## src/rtl/lcdseg_pkg.sv

```systemverilog
// constants and register map of the segment lcd display data block
// Overview of operation
// - eight virtual lcd ports, each with its own display data storage
// - every configured segment is one pin of a virtual lcd port
// - each display data register is 32 bits of segment-common on/off state
// - per port one register holds commons 0-3, a second commons 4-7
// - bits 4i+3..4i of a data register belong to port pin i
// - data registers are memory mapped, read and written over the ahb slave
// - divider register sets sub-frame period and dead-time period
// - control register configures high-speed and low-speed generators
// - read-only identity register reports block identity and revision
// - pin logic uses the selected sub-frame common to pick the stored bit
// - a multiplexer forwards the high-speed or low-speed generator outputs
// - sub-frame lasts 4*(C+1) generator ticks, using a 16-bit counter
// - during dead time after each frame all commons and segments are 1
package lcdseg_pkg;
	localparam int ADDR_W = 12;
	localparam logic [11:0] OFS_ID = 12'h000;
	localparam logic [11:0] OFS_DIV = 12'h004;
	localparam logic [11:0] OFS_CTRL = 12'h008;
	localparam logic [11:0] OFS_DATA_LO = 12'h100;
	localparam logic [11:0] OFS_DATA_HI = 12'h120;
	localparam int IDX_LSB = 2;
	localparam int GRP_LSB = 5;
	localparam int N_PORTS = 8;
	localparam int PINS_PER_PORT = 8;
	localparam int FIELD_W = 4;
	localparam int N_PINS = N_PORTS * PINS_PER_PORT;
	localparam int N_COMS = 8;
	localparam int CNT_W = 16;
	localparam int DIV_SUB_LSB = 0;
	localparam int DIV_DEAD_LSB = 16;
	localparam int CTRL_HS_EN = 0;
	localparam int CTRL_LS_SEL = 2;
	localparam int CTRL_COMNUM_LSB = 4;
	localparam int COMNUM_W = 3;
	localparam logic [31:0] CTRL_MASK = 32'h0000_0077;
	localparam logic [31:0] DIV_RST = 32'h0000_0000;
	localparam logic [31:0] CTRL_RST = 32'h0000_0000;
	localparam logic [31:0] DATA_RST = 32'h0000_0000;
	localparam logic [31:0] FULL_MASK = 32'hFFFF_FFFF;
	localparam logic [1:0] LAST_QTR = 2'h3;
	localparam logic [7:0] COM_ONE = 8'h01;
	localparam int N_GEN = 2;
	localparam int GEN_HS = 0;
	localparam int GEN_LS = 1;
	localparam int HTRANS_ACT = 1;
	localparam logic [2:0] HSIZE_WORD = 3'h2;
	localparam logic HRESP_OKAY = 1'b0;
endpackage

```

## src/rtl/lcdseg_regs.sv

```systemverilog
// display data registers, generators, mux and pin logic of the segment lcd block
module lcdseg_regs import lcdseg_pkg::*; #(
	parameter logic [31:0] ID_VALUE = 32'h0001_0100, // arbitrary identity and revision
	parameter int LS_DIV = 8
) (
	// clock and reset
	input wire logic sys_clk,
	input wire logic rstn,
	// ahb-lite slave
	input wire logic hsel,
	input wire logic [ADDR_W-1:0] haddr,
	input wire logic [1:0] htrans,
	input wire logic hwrite,
	input wire logic [2:0] hsize,
	input wire logic hready,
	input wire logic [31:0] hwdata,
	output logic hreadyout,
	output logic hresp,
	output logic [31:0] hrdata,
	// lcd drive towards gpio
	output logic [N_PINS-1:0] seg_out,
	output logic [N_COMS-1:0] com_out
);
	logic rst_sync1_ff, rst_sync2_ff;
	logic [31:0] div_ff, ctrl_ff, hrdata_ff, rd_val, rd_mask, wr_mask;
	logic [31:0] data_lo_ff [N_PORTS];
	logic [31:0] data_hi_ff [N_PORTS];
	logic wr_pend_ff, hreadyout_ff, take;
	logic [ADDR_W-1:0] wr_addr_ff;
	logic [CNT_W-1:0] ls_cnt_ff;
	logic ls_tick_ff;
	logic [CNT_W-1:0] gen_cnt [N_GEN];
	logic [1:0] gen_qtr [N_GEN];
	logic [COMNUM_W-1:0] gen_idx [N_GEN];
	logic gen_dead [N_GEN];
	logic [CNT_W-1:0] sub_div, dead_div;
	logic [COMNUM_W-1:0] com_num, sel_idx;
	logic sel_ls, sel_active, sel_dead;
	logic [N_PINS-1:0] nxt_seg;
	logic [N_COMS-1:0] seg_com_ff;
	logic [N_PINS-1:0] seg_out_ff;

	////////////////////////////////////////////////////////////////////////////////
	always_ff @(posedge sys_clk or negedge rstn) begin
		if (!rstn) begin
			rst_sync1_ff <= 1'b0;
			rst_sync2_ff <= 1'b0;
		end else begin
			rst_sync1_ff <= 1'b1;
			rst_sync2_ff <= rst_sync1_ff;
		end
	end

	////////////////////////////////////////////////////////////////////////////////
	// mask of writable bits per address; zero for id and unmapped holes
	function automatic logic [31:0] wmask(input logic [ADDR_W-1:0] a);
		logic [31:0] m;
		m = '0;
		if (a[ADDR_W-1:GRP_LSB] == OFS_DATA_LO[ADDR_W-1:GRP_LSB] ||
			a[ADDR_W-1:GRP_LSB] == OFS_DATA_HI[ADDR_W-1:GRP_LSB]) begin
			m = FULL_MASK;
		end else if (a == OFS_DIV) begin
			m = FULL_MASK;
		end else if (a == OFS_CTRL) begin
			m = CTRL_MASK;
		end
		return m;
	endfunction

	assign take = hsel && htrans[HTRANS_ACT] && hready;
	assign rd_mask = wmask(haddr);
	assign wr_mask = wmask(wr_addr_ff);

	always_comb begin
		rd_val = '0;
		if (haddr[ADDR_W-1:GRP_LSB] == OFS_DATA_LO[ADDR_W-1:GRP_LSB]) begin
			rd_val = data_lo_ff[haddr[GRP_LSB-1:IDX_LSB]];
		end else if (haddr[ADDR_W-1:GRP_LSB] == OFS_DATA_HI[ADDR_W-1:GRP_LSB]) begin
			rd_val = data_hi_ff[haddr[GRP_LSB-1:IDX_LSB]];
		end else if (haddr == OFS_ID) begin
			rd_val = ID_VALUE;
		end else if (haddr == OFS_DIV) begin
			rd_val = div_ff;
		end else if (haddr == OFS_CTRL) begin
			rd_val = ctrl_ff;
		end
		// a read right behind a write to the same word sees the new value
		if (wr_pend_ff && wr_addr_ff == haddr) begin
			rd_val = (rd_val & ~rd_mask) | (hwdata & rd_mask);
		end
	end

	// zero wait states; narrow writes and unmapped words are ignored, answer okay
	always_ff @(posedge sys_clk or negedge rst_sync2_ff) begin
		if (!rst_sync2_ff) begin
			wr_pend_ff <= 1'b0;
			wr_addr_ff <= '0;
			hrdata_ff <= '0;
			hreadyout_ff <= 1'b0;
		end else begin
			hreadyout_ff <= 1'b1;
			wr_pend_ff <= take && hwrite && hsize == HSIZE_WORD;
			wr_addr_ff <= haddr;
			if (take && !hwrite) begin
				hrdata_ff <= rd_val;
			end
		end
	end

	always_ff @(posedge sys_clk or negedge rst_sync2_ff) begin
		if (!rst_sync2_ff) begin
			div_ff <= DIV_RST;
			ctrl_ff <= CTRL_RST;
			for (int p = 0; p < N_PORTS; p++) begin
				data_lo_ff[p] <= DATA_RST;
				data_hi_ff[p] <= DATA_RST;
			end
		end else if (wr_pend_ff) begin
			if (wr_addr_ff == OFS_DIV) begin
				div_ff <= hwdata & wr_mask;
			end
			if (wr_addr_ff == OFS_CTRL) begin
				ctrl_ff <= hwdata & wr_mask;
			end
			if (wr_addr_ff[ADDR_W-1:GRP_LSB] == OFS_DATA_LO[ADDR_W-1:GRP_LSB]) begin
				data_lo_ff[wr_addr_ff[GRP_LSB-1:IDX_LSB]] <= hwdata;
			end
			if (wr_addr_ff[ADDR_W-1:GRP_LSB] == OFS_DATA_HI[ADDR_W-1:GRP_LSB]) begin
				data_hi_ff[wr_addr_ff[GRP_LSB-1:IDX_LSB]] <= hwdata;
			end
		end
	end

	////////////////////////////////////////////////////////////////////////////////
	// slow generator tick; one clock only, the low-speed side runs on an enable
	always_ff @(posedge sys_clk or negedge rst_sync2_ff) begin
		if (!rst_sync2_ff) begin
			ls_cnt_ff <= '0;
			ls_tick_ff <= 1'b0;
		end else begin
			ls_tick_ff <= ls_cnt_ff == CNT_W'(LS_DIV - 1);
			ls_cnt_ff <= (ls_cnt_ff == CNT_W'(LS_DIV - 1)) ? '0 : ls_cnt_ff + 1'b1;
		end
	end

	assign sub_div = div_ff[DIV_SUB_LSB +: CNT_W];
	assign dead_div = div_ff[DIV_DEAD_LSB +: CNT_W];
	assign com_num = ctrl_ff[CTRL_COMNUM_LSB +: COMNUM_W];

	for (genvar g = 0; g < N_GEN; g++) begin : gen_engine
		logic [CNT_W-1:0] cnt_ff, limit;
		logic [1:0] qtr_ff;
		logic [COMNUM_W-1:0] idx_ff;
		logic dead_ff, tick, en;
		assign tick = (g == GEN_HS) ? 1'b1 : ls_tick_ff;
		assign en = ctrl_ff[CTRL_HS_EN + g];
		// dead time of D lasts 4*D ticks; D of zero means no dead time
		assign limit = dead_ff ? dead_div - 1'b1 : sub_div;
		always_ff @(posedge sys_clk or negedge rst_sync2_ff) begin
			if (!rst_sync2_ff) begin
				cnt_ff <= '0;
				qtr_ff <= '0;
				idx_ff <= '0;
				dead_ff <= 1'b0;
			end else if (!en) begin
				cnt_ff <= '0;
				qtr_ff <= '0;
				idx_ff <= '0;
				dead_ff <= 1'b0;
			end else if (tick) begin
				// compare with < so a shrunk divider never runs the counter round
				if (cnt_ff < limit) begin
					cnt_ff <= cnt_ff + 1'b1;
				end else begin
					cnt_ff <= '0;
					qtr_ff <= qtr_ff + 1'b1;
					if (qtr_ff == LAST_QTR) begin
						if (dead_ff) begin
							dead_ff <= 1'b0;
						end else if (idx_ff >= com_num) begin
							idx_ff <= '0;
							dead_ff <= dead_div != '0;
						end else begin
							idx_ff <= idx_ff + 1'b1;
						end
					end
				end
			end
		end
		assign gen_cnt[g] = cnt_ff;
		assign gen_qtr[g] = qtr_ff;
		assign gen_idx[g] = idx_ff;
		assign gen_dead[g] = dead_ff;
	end

	////////////////////////////////////////////////////////////////////////////////
	assign sel_ls = ctrl_ff[CTRL_LS_SEL];
	assign sel_active = ctrl_ff[CTRL_HS_EN + int'(sel_ls)];
	assign sel_idx = gen_idx[sel_ls];
	assign sel_dead = gen_dead[sel_ls];

	for (genvar k = 0; k < N_PINS; k++) begin : gen_pin
		localparam int P = k / PINS_PER_PORT;
		localparam int N = k % PINS_PER_PORT;
		logic [FIELD_W-1:0] fld_lo, fld_hi;
		assign fld_lo = data_lo_ff[P][FIELD_W*N +: FIELD_W];
		assign fld_hi = data_hi_ff[P][FIELD_W*N +: FIELD_W];
		assign nxt_seg[k] = sel_idx[2] ? fld_hi[sel_idx[1:0]] : fld_lo[sel_idx[1:0]];
	end

	always_ff @(posedge sys_clk or negedge rst_sync2_ff) begin
		if (!rst_sync2_ff) begin
			seg_out_ff <= '0;
			seg_com_ff <= '0;
		end else if (!sel_active) begin
			seg_out_ff <= '0;
			seg_com_ff <= '0;
		end else if (sel_dead) begin
			seg_out_ff <= '1;
			seg_com_ff <= '1;
		end else begin
			seg_out_ff <= nxt_seg;
			seg_com_ff <= COM_ONE << sel_idx;
		end
	end

	assign hreadyout = hreadyout_ff;
	assign hresp = HRESP_OKAY;
	assign hrdata = hrdata_ff;
	assign seg_out = seg_out_ff;
	assign com_out = seg_com_ff;
endmodule // lcdseg_regs

```

## config.mk

```make
export PLATFORM = sky130hd
export DESIGN_NAME = lcdseg_regs
export DESIGN_NICKNAME = d
export VERILOG_FILES = /design/src/rtl/lcdseg_pkg.sv /design/src/rtl/lcdseg_regs.sv
export SDC_FILE = /design/constraint.sdc
export NUM_CORES = 2
export LEC_CHECK = 0
export ABC_AREA = 1
export BUFFER_PORTS_ARGS = -buffer_cell sky130_fd_sc_hd__buf_2
export CAP_MARGIN = 20
export CORE_MARGIN = 2
export CORE_UTILIZATION = 25
export DETAILED_ROUTE_END_ITERATION = 8
export PLACE_DENSITY_LB_ADDON = 0.15
export REMOVE_ABC_BUFFERS = 1
export SKIP_LAST_GASP = 1
export SLEW_MARGIN = 40
export SYNTH_ARGS = -nofsm -noshare
export SYNTH_HDL_FRONTEND = slang
export SYNTH_SLANG_ARGS = --single-unit
```

## constraint.sdc

```tcl
create_clock -name sys_clk -period 49.2 [get_ports sys_clk]
set_input_delay 2.46 -clock sys_clk [delete_from_list [all_inputs] [get_ports sys_clk]]
set_output_delay 2.46 -clock sys_clk [all_outputs]
set_load 0.02 [all_outputs]
```

Word level (Yosys, flattened, before mapping)
Cells that the tools add are included.
{"block": "word_totals", "wordCells": 493, "inputBits": 54, "out_inout_bits": 106, "register_bits": 757}
{"block": "op_classes", "shifts": 1, "n_mux": 389, "add_sub_neg": 8, "bitwise": 8, "n_eq_ne": 20, "reduce_logical": 21, "order_cmp": 10}
{"operator": "$bwmux W256", "count": 2}
{"operator": "$mux W32", "count": 15}
{"operator": "$bmux W1 S2", "count": 128}
{"operator": "$mux W1", "count": 208}
{"operator": "$bmux W32 S3", "count": 2}
{"operator": "$mux W16", "count": 8}
{"operator": "$mux W64", "count": 2}
{"operator": "$and A32 B32 Y32", "count": 3}
{"operator": "$demux W32 S3", "count": 1}
{"operator": "$add A16 B1 Y16 const B", "count": 3}
{"operator": "$mux W3", "count": 14}
{"operator": "$lt A16 B16 Y1", "count": 2}
{"operator": "$not A32 Y32", "count": 1}
{"operator": "$or A32 B32 Y32", "count": 1}
{"operator": "$eq A7 B4 Y1 const B", "count": 4}
{"operator": "$eq A12 B3 Y1 const B", "count": 2}
{"operator": "$eq A12 B4 Y1 const B", "count": 2}
{"operator": "$eq A16 B3 Y1 const B", "count": 1}
{"operator": "$mux W8", "count": 2}
{"operator": "$reduce_bool A16 Y1", "count": 1}
{"operator": "$sub A16 B1 Y16 const B", "count": 1}
{"operator": "$mux W7", "count": 2}
{"operator": "$eq A12 B12 Y1", "count": 1}
{"operator": "$logic_not A12 Y1", "count": 1}
{"operator": "other kinds (22)", "count": 50}

Longest topological paths before layout
{"block": "depth", "ltp_word": 9, "depth_mapped": 21, "ltp_nobuf": 21}

Least setup slack after synthesis
OpenSTA, ideal clock, no wires.
{"block": "synth_timing", "path_type": "input port to flip-flop", "start": "input haddr[4]", "end": "register hrdata_ff[14] (netlist: hrdata[14])", "setup_time_ns": 0.116, "path_buffers": 2, "arrival_ns": 3.632, "required_time_ns": 49.084, "cell_stages": 12, "setup_slack_ns": 45.452, "path_cell_list": "buf_2 > inv_4 > nand4_4 > nor2_2 > nand2_2 > nand3_2 > nand3_4 > buf_2 > nor2_1 > nor2_1 > nand2_1 > nand2_1"}
{"block": "synth_between", "elab_chain_cells": 9, "word_cells_on_any_way": 24, "cone_classes": "eq/ne (3); mux (14); bitwise (5); reduce/logical (2)"}
{"item": "start, declared", "line": "lcdseg_regs.sv:11", "text": "input wire logic [ADDR_W-1:0] haddr,"}
{"item": "$eq A12 B4 Y1 / $not A3 Y4 (equally long branches)", "line": "lcdseg_regs.sv:84, lcdseg_regs.sv:77, lcdseg_regs.sv:79"}
{"item": "$mux W32 / $bmux W32 S3 (equally long branches)", "line": "lcdseg_regs.sv:84, lcdseg_regs.sv:79"}
{"item": "$mux W32 (on tied branches)", "line": "lcdseg_regs.sv:82, lcdseg_regs.sv:79"}
{"item": "$mux W32 (on tied branches)", "line": "lcdseg_regs.sv:80, lcdseg_regs.sv:79"}
{"item": "$mux W32", "line": "lcdseg_regs.sv:78", "text": "end else if (haddr[ADDR_W-1:GRP_LSB] == OFS_DATA_HI[ADDR_W-1:GRP_LSB]) begin"}
{"item": "$mux W32", "line": "lcdseg_regs.sv:76", "text": "if (haddr[ADDR_W-1:GRP_LSB] == OFS_DATA_LO[ADDR_W-1:GRP_LSB]) begin"}
{"item": "$and A32 B32 Y32", "line": "lcdseg_regs.sv:89", "text": "rd_val = (rd_val & ~rd_mask) | (hwdata & rd_mask);"}
{"item": "$or A32 B32 Y32", "line": "lcdseg_regs.sv:89"}
{"item": "$mux W32 *", "line": "lcdseg_regs.sv:88", "text": "if (wr_pend_ff && wr_addr_ff == haddr) begin"}
{"item": "end signal, assigned", "line": "lcdseg_regs.sv:105", "text": "hrdata_ff <= rd_val;"}
{"item": "end, declared", "line": "lcdseg_regs.sv:25", "text": "logic [31:0] div_ff, ctrl_ff, hrdata_ff, rd_val, rd_mask, wr_mask;"}
Mark *: on every way between the ends. The rest lies on a longest branch, timed or not. The select of a mux whose other input is x is not followed.
A chain may end at the register's enable or synchronous reset.

Worst setup path in the final report
{"block": "layout_timing", "start": "input haddr[2]", "end": "register hrdata_ff[31] (netlist: hrdata[31])"}
Same word-level chain as after synthesis.

==> flow_summary.json <==
{
  "slowest_stage": "buf_4",
  "die_h_um": 398,
  "synth-seq-cells": 757,
  "synth_area_leaders": "dfrtp_1 49%, nand2_1 17%, o21ai_0 9.2%, nand3_1 3.2%, inv_1 3.1%",
  "synth_compound_area_share_pct": 15.4,
  "yosys.area_share.xor_xnor_pct": 0.994,
  "grt_pass1_wl_mm": 236,
  "path_buf_inv": 4,
  "crit_type": "input port to register",
  "numCtsBuffers": 97,
  "clkSinkCount": 757,
  "ir_drop_mv": 0.0276,
  "tns_ns": 0,
  "drt-total-wl_mm": 160,
  "hold_violations": 0,
  "portBuffers": 157,
  "syn_area_sq_um": 38800,
  "syn_avg_cell_area_sq_um": 7.66,
  "cts.root.buffer_cell": "clkbuf_16",
  "synth.most_common_cell": "nand2_1",
  "yosysSeqAreaShare_pct": 48.9,
  "hp-class": "register to async pin",
  "grt_util_met3_pct": 2.65,
  "drv_slew": 0,
  "area_growth_pct": 15.1,
  "die-width_um": 398,
  "met1_usage_pct": 28.1,
  "grt_util_met2_pct": 31.6,
  "pin_count": 160,
  "clk_latency_ns": 0.72,
  "overflow": 0,
  "final_core_util_pct": 29.0,
  "reg2reg_to": "gen_engine[0].idx_ff[2]$_DFFE_PN0P_",
  "drt-wirelength-per-cell_um": 22.3,
  "nNetsFinal": 5144,
  "worst_path_largest_cell_delay_ns": 0.63,
  "drv_cap": 0,
  "cts_resized": 0,
  "drtAntennaViolNets": 0,
  "skew_ns": 0.0298,
  "r2r_start": "div_ff[16]$_DFFE_PN0P_",
  "synth_commonest_cells": "1712 x nand2_1, 757 x dfrtp_1, 716 x o21ai_0, 321 x inv_1, 254 x nor2_1",
  "htreeDepth": 3,
  "crit_fanout": 68,
  "setup_ws_ns": 43.37,
  "ys_types": 47,
  "synth_adder_area_share_pct": 1.42,
  "power.total_mw": 1.46,
  "powerDensity_nw_per_um2": 32.6,
  "grt_pass1_vias": 34300,
  "drive_gt1_share_pct": 9.01,
  "arrival_ns": 6.47,
  "rsz0062_at_grt": "false",
  "crit_path_start_kind": "input port",
  "grt_max_degree": 81,
  "yosys_warnings": 0,
  "dieArea_sq_um": 158000,
  "fp.coreArea_sq_um": 154000,
  "cp-end-kind": "register",
  "diodes": 0,
  "hpwl_mm": 99.1,
  "r2r_setup_slack_ns": 45.21,
  "fin_crit_ns": 5.83,
  "vias_per_cell": 4.87,
  "synth_top_family_by_area": "simple AND/OR/NAND/NOR gates",
  "drc": 0,
  "outcome": "complete, no violations",
  "synthFlopType": "dfrtp_1",
  "setup-violations-final": 0,
  "critPathRequiredTime_ns": 49.85,
  "drt_iter0_markers": 2941,
  "crit_family": "buffers and inverters",
  "pre_cts_ws_ns": 42.52,
  "cp_cell_sequence": "buf_6 > buf_4 > buf_4 > inv_4 > nand2_1 > nor2_1 > a21oi_1 > nand3_1 > nand2_1 > nor2_1 > o21ai_1",
  "leakage_nw": 22.2,
  "reg2regPathDepth": 21,
  "grt-busiest-layer": "met2",
  "yosys.area.top_type": "dfrtp_1",
  "initial_core_util_pct": 25.2,
  "synthCells": 5060,
  "tightest_slew_ns": 0.881,
  "ctsHoldBuffers": 0,
  "cts_setup_buffers": 0,
  "cts_buffer_depth": 3,
  "synth_edf_count": 0,
  "period_share_pct": 11.8,
  "cts_tree": "done",
  "antenna_found_initial": 2,
  "yosysTopAreaCellShare_pct": 48.9,
  "num_vias": 34900,
  "first_pass_iters": 6,
  "grt_use_total_pct": 20.0,
  "rows": 144,
  "synthMuxAreaShare_pct": 0,
  "synth-async-reset-ratio_pct": 100,
  "synthSimpleGateAreaFrac_pct": 26.0,
  "gp_congestion": 0.831,
  "slew_headroom_pct": 41.3,
  "path_clk_slew_ns": 0.06,
  "max_freq_mhz": 172
}
## worst reg2reg max path: cells and delay by family (launching register included)
kind | cells | cell delay (ns)
AND/OR/NAND/NOR | 13 | 2.04
XOR/XNOR | 1 | 0.24
adder cells (fa/ha/maj) | 2 | 0.50
buffers and inverters | 3 | 0.24
flip-flops | 1 | 0.48
AO/OA/AOI/OAI | 2 | 0.43
## state kept, by name (all words and copies together) (netlist names), 2 cells and up
| signal | count |
|---|---|
| gen_engine.dead_ff | 2 |
| ctrl_ff | 32 |
| gen_engine.cnt_ff | 32 |
| ls_cnt_ff | 16 |
| data_lo_ff | 256 |
| wr_addr_ff | 12 |
| com_out | 8 |
| div_ff | 32 |
| seg_out | 64 |
| data_hi_ff | 256 |
| gen_engine.qtr_ff | 4 |
| hrdata | 32 |
| gen_engine.idx_ff | 6 |
## how the worst max path moves through the flow
| stage | from | endpoint | slack, ns | cells after the start |
|---|---|---|---|---|
| 5_1_grt | haddr[2] | hrdata[19]$_DFFE_PN0P_ | 43.09 | 12 |
| 6_report | haddr[2] | hrdata[31]$_DFFE_PN0P_ | 43.37 | 11 |
| 4_1_cts | haddr[2] | hrdata[19]$_DFFE_PN0P_ | 43.29 | 12 |
| 3_3_place_gp | haddr[2] | hrdata[19]$_DFFE_PN0P_ | 42.48 | 12 |
| 3_5_place_dp | haddr[2] | hrdata[19]$_DFFE_PN0P_ | 42.52 | 12 |
| 2_1_floorplan | rst_sync2_ff$_DFF_PN0_ | com_out[0]$_DFF_PN0_ | 26.54 | 0 |
## final cells by class
class                   instances  area, sq um
inverters                     342         1300
clock inverters                37          443
flip-flops and latches        757        18900
fillers                     16900       109000
repair buffers                227         1450
multi-input cells            3621        17100
clock buffers                 141         2820
well taps                    2044         2560
## cells in the final DEF (no fill, tap or decap), drive strengths merged
master | synthesis | final
a22o | 4 | 4
nand4 | 127 | 127
o2111ai | 44 | 44
xor2 | 32 | 32
a211oi | 6 | 6
o211ai | 51 | 51
nand3 | 255 | 255
conb | 2 | 3
a21oi | 132 | 132
nor4 | 9 | 9
nor3 | 33 | 33
o211a | 1 | 1
o21ai | 775 | 775
dfrtp | 757 | 757
nor2 | 265 | 265
a211o | 1 | 1
inv | 340 | 344
o21a | 1 | 1
clkinv | 2 | 22
xnor2 | 12 | 12
o22ai | 15 | 15
a22oi | 55 | 55
ha | 44 | 44
bufinv | 0 | 8
o21bai | 1 | 1
buf | 160 | 227
nand3b | 4 | 4
a21o | 8 | 8
nand2 | 1739 | 1739
or2 | 4 | 4
clkinvlp | 0 | 5
clkbuf | 181 | 141
## cells by family (layout without fill, tap and decap cells)
family,count (synthesis),after routing
AND/OR/NAND/NOR,2436,2436
other,2,3
AO/OA/AOI/OAI,1094,1094
XOR/XNOR,44,44
flip-flops,757,757
buffers and inverters,683,747
adder cells (fa/ha/maj),44,44
## report_power, final
| group | switching, mW | internal, mW | total (mW) |
|---|---|---|---|
| combinational | 0.0640 | 0.0178 | 0.0818 |
| sequential | 0.00386 | 0.627 | 0.631 |
| clock | 0.303 | 0.440 | 0.743 |
## per-layer routing
layer	part of all wire (%)	wire length, um	up-vias
li1	-	-	16600
met1	47	75500	17300
met2	45	71800	868
met3	4.6	7420	199
met4	3.1	4890	0
met5	0	0	-
## metrics by stage
stage / std cells / hold slack, ns / cell area (sq um)
floorplan: 4720 / 0.331 / 37200
global placement: 6987 / 0.333 / 41200
detailed placement: 6990 / 0.338 / 41300
CTS: 7168 / 0.351 / 44600
global route: 7169 / 0.198 / 44600
finish: 7169 / 0.178 / 44600
No activity file was read; power rests on OpenSTA's default activity.
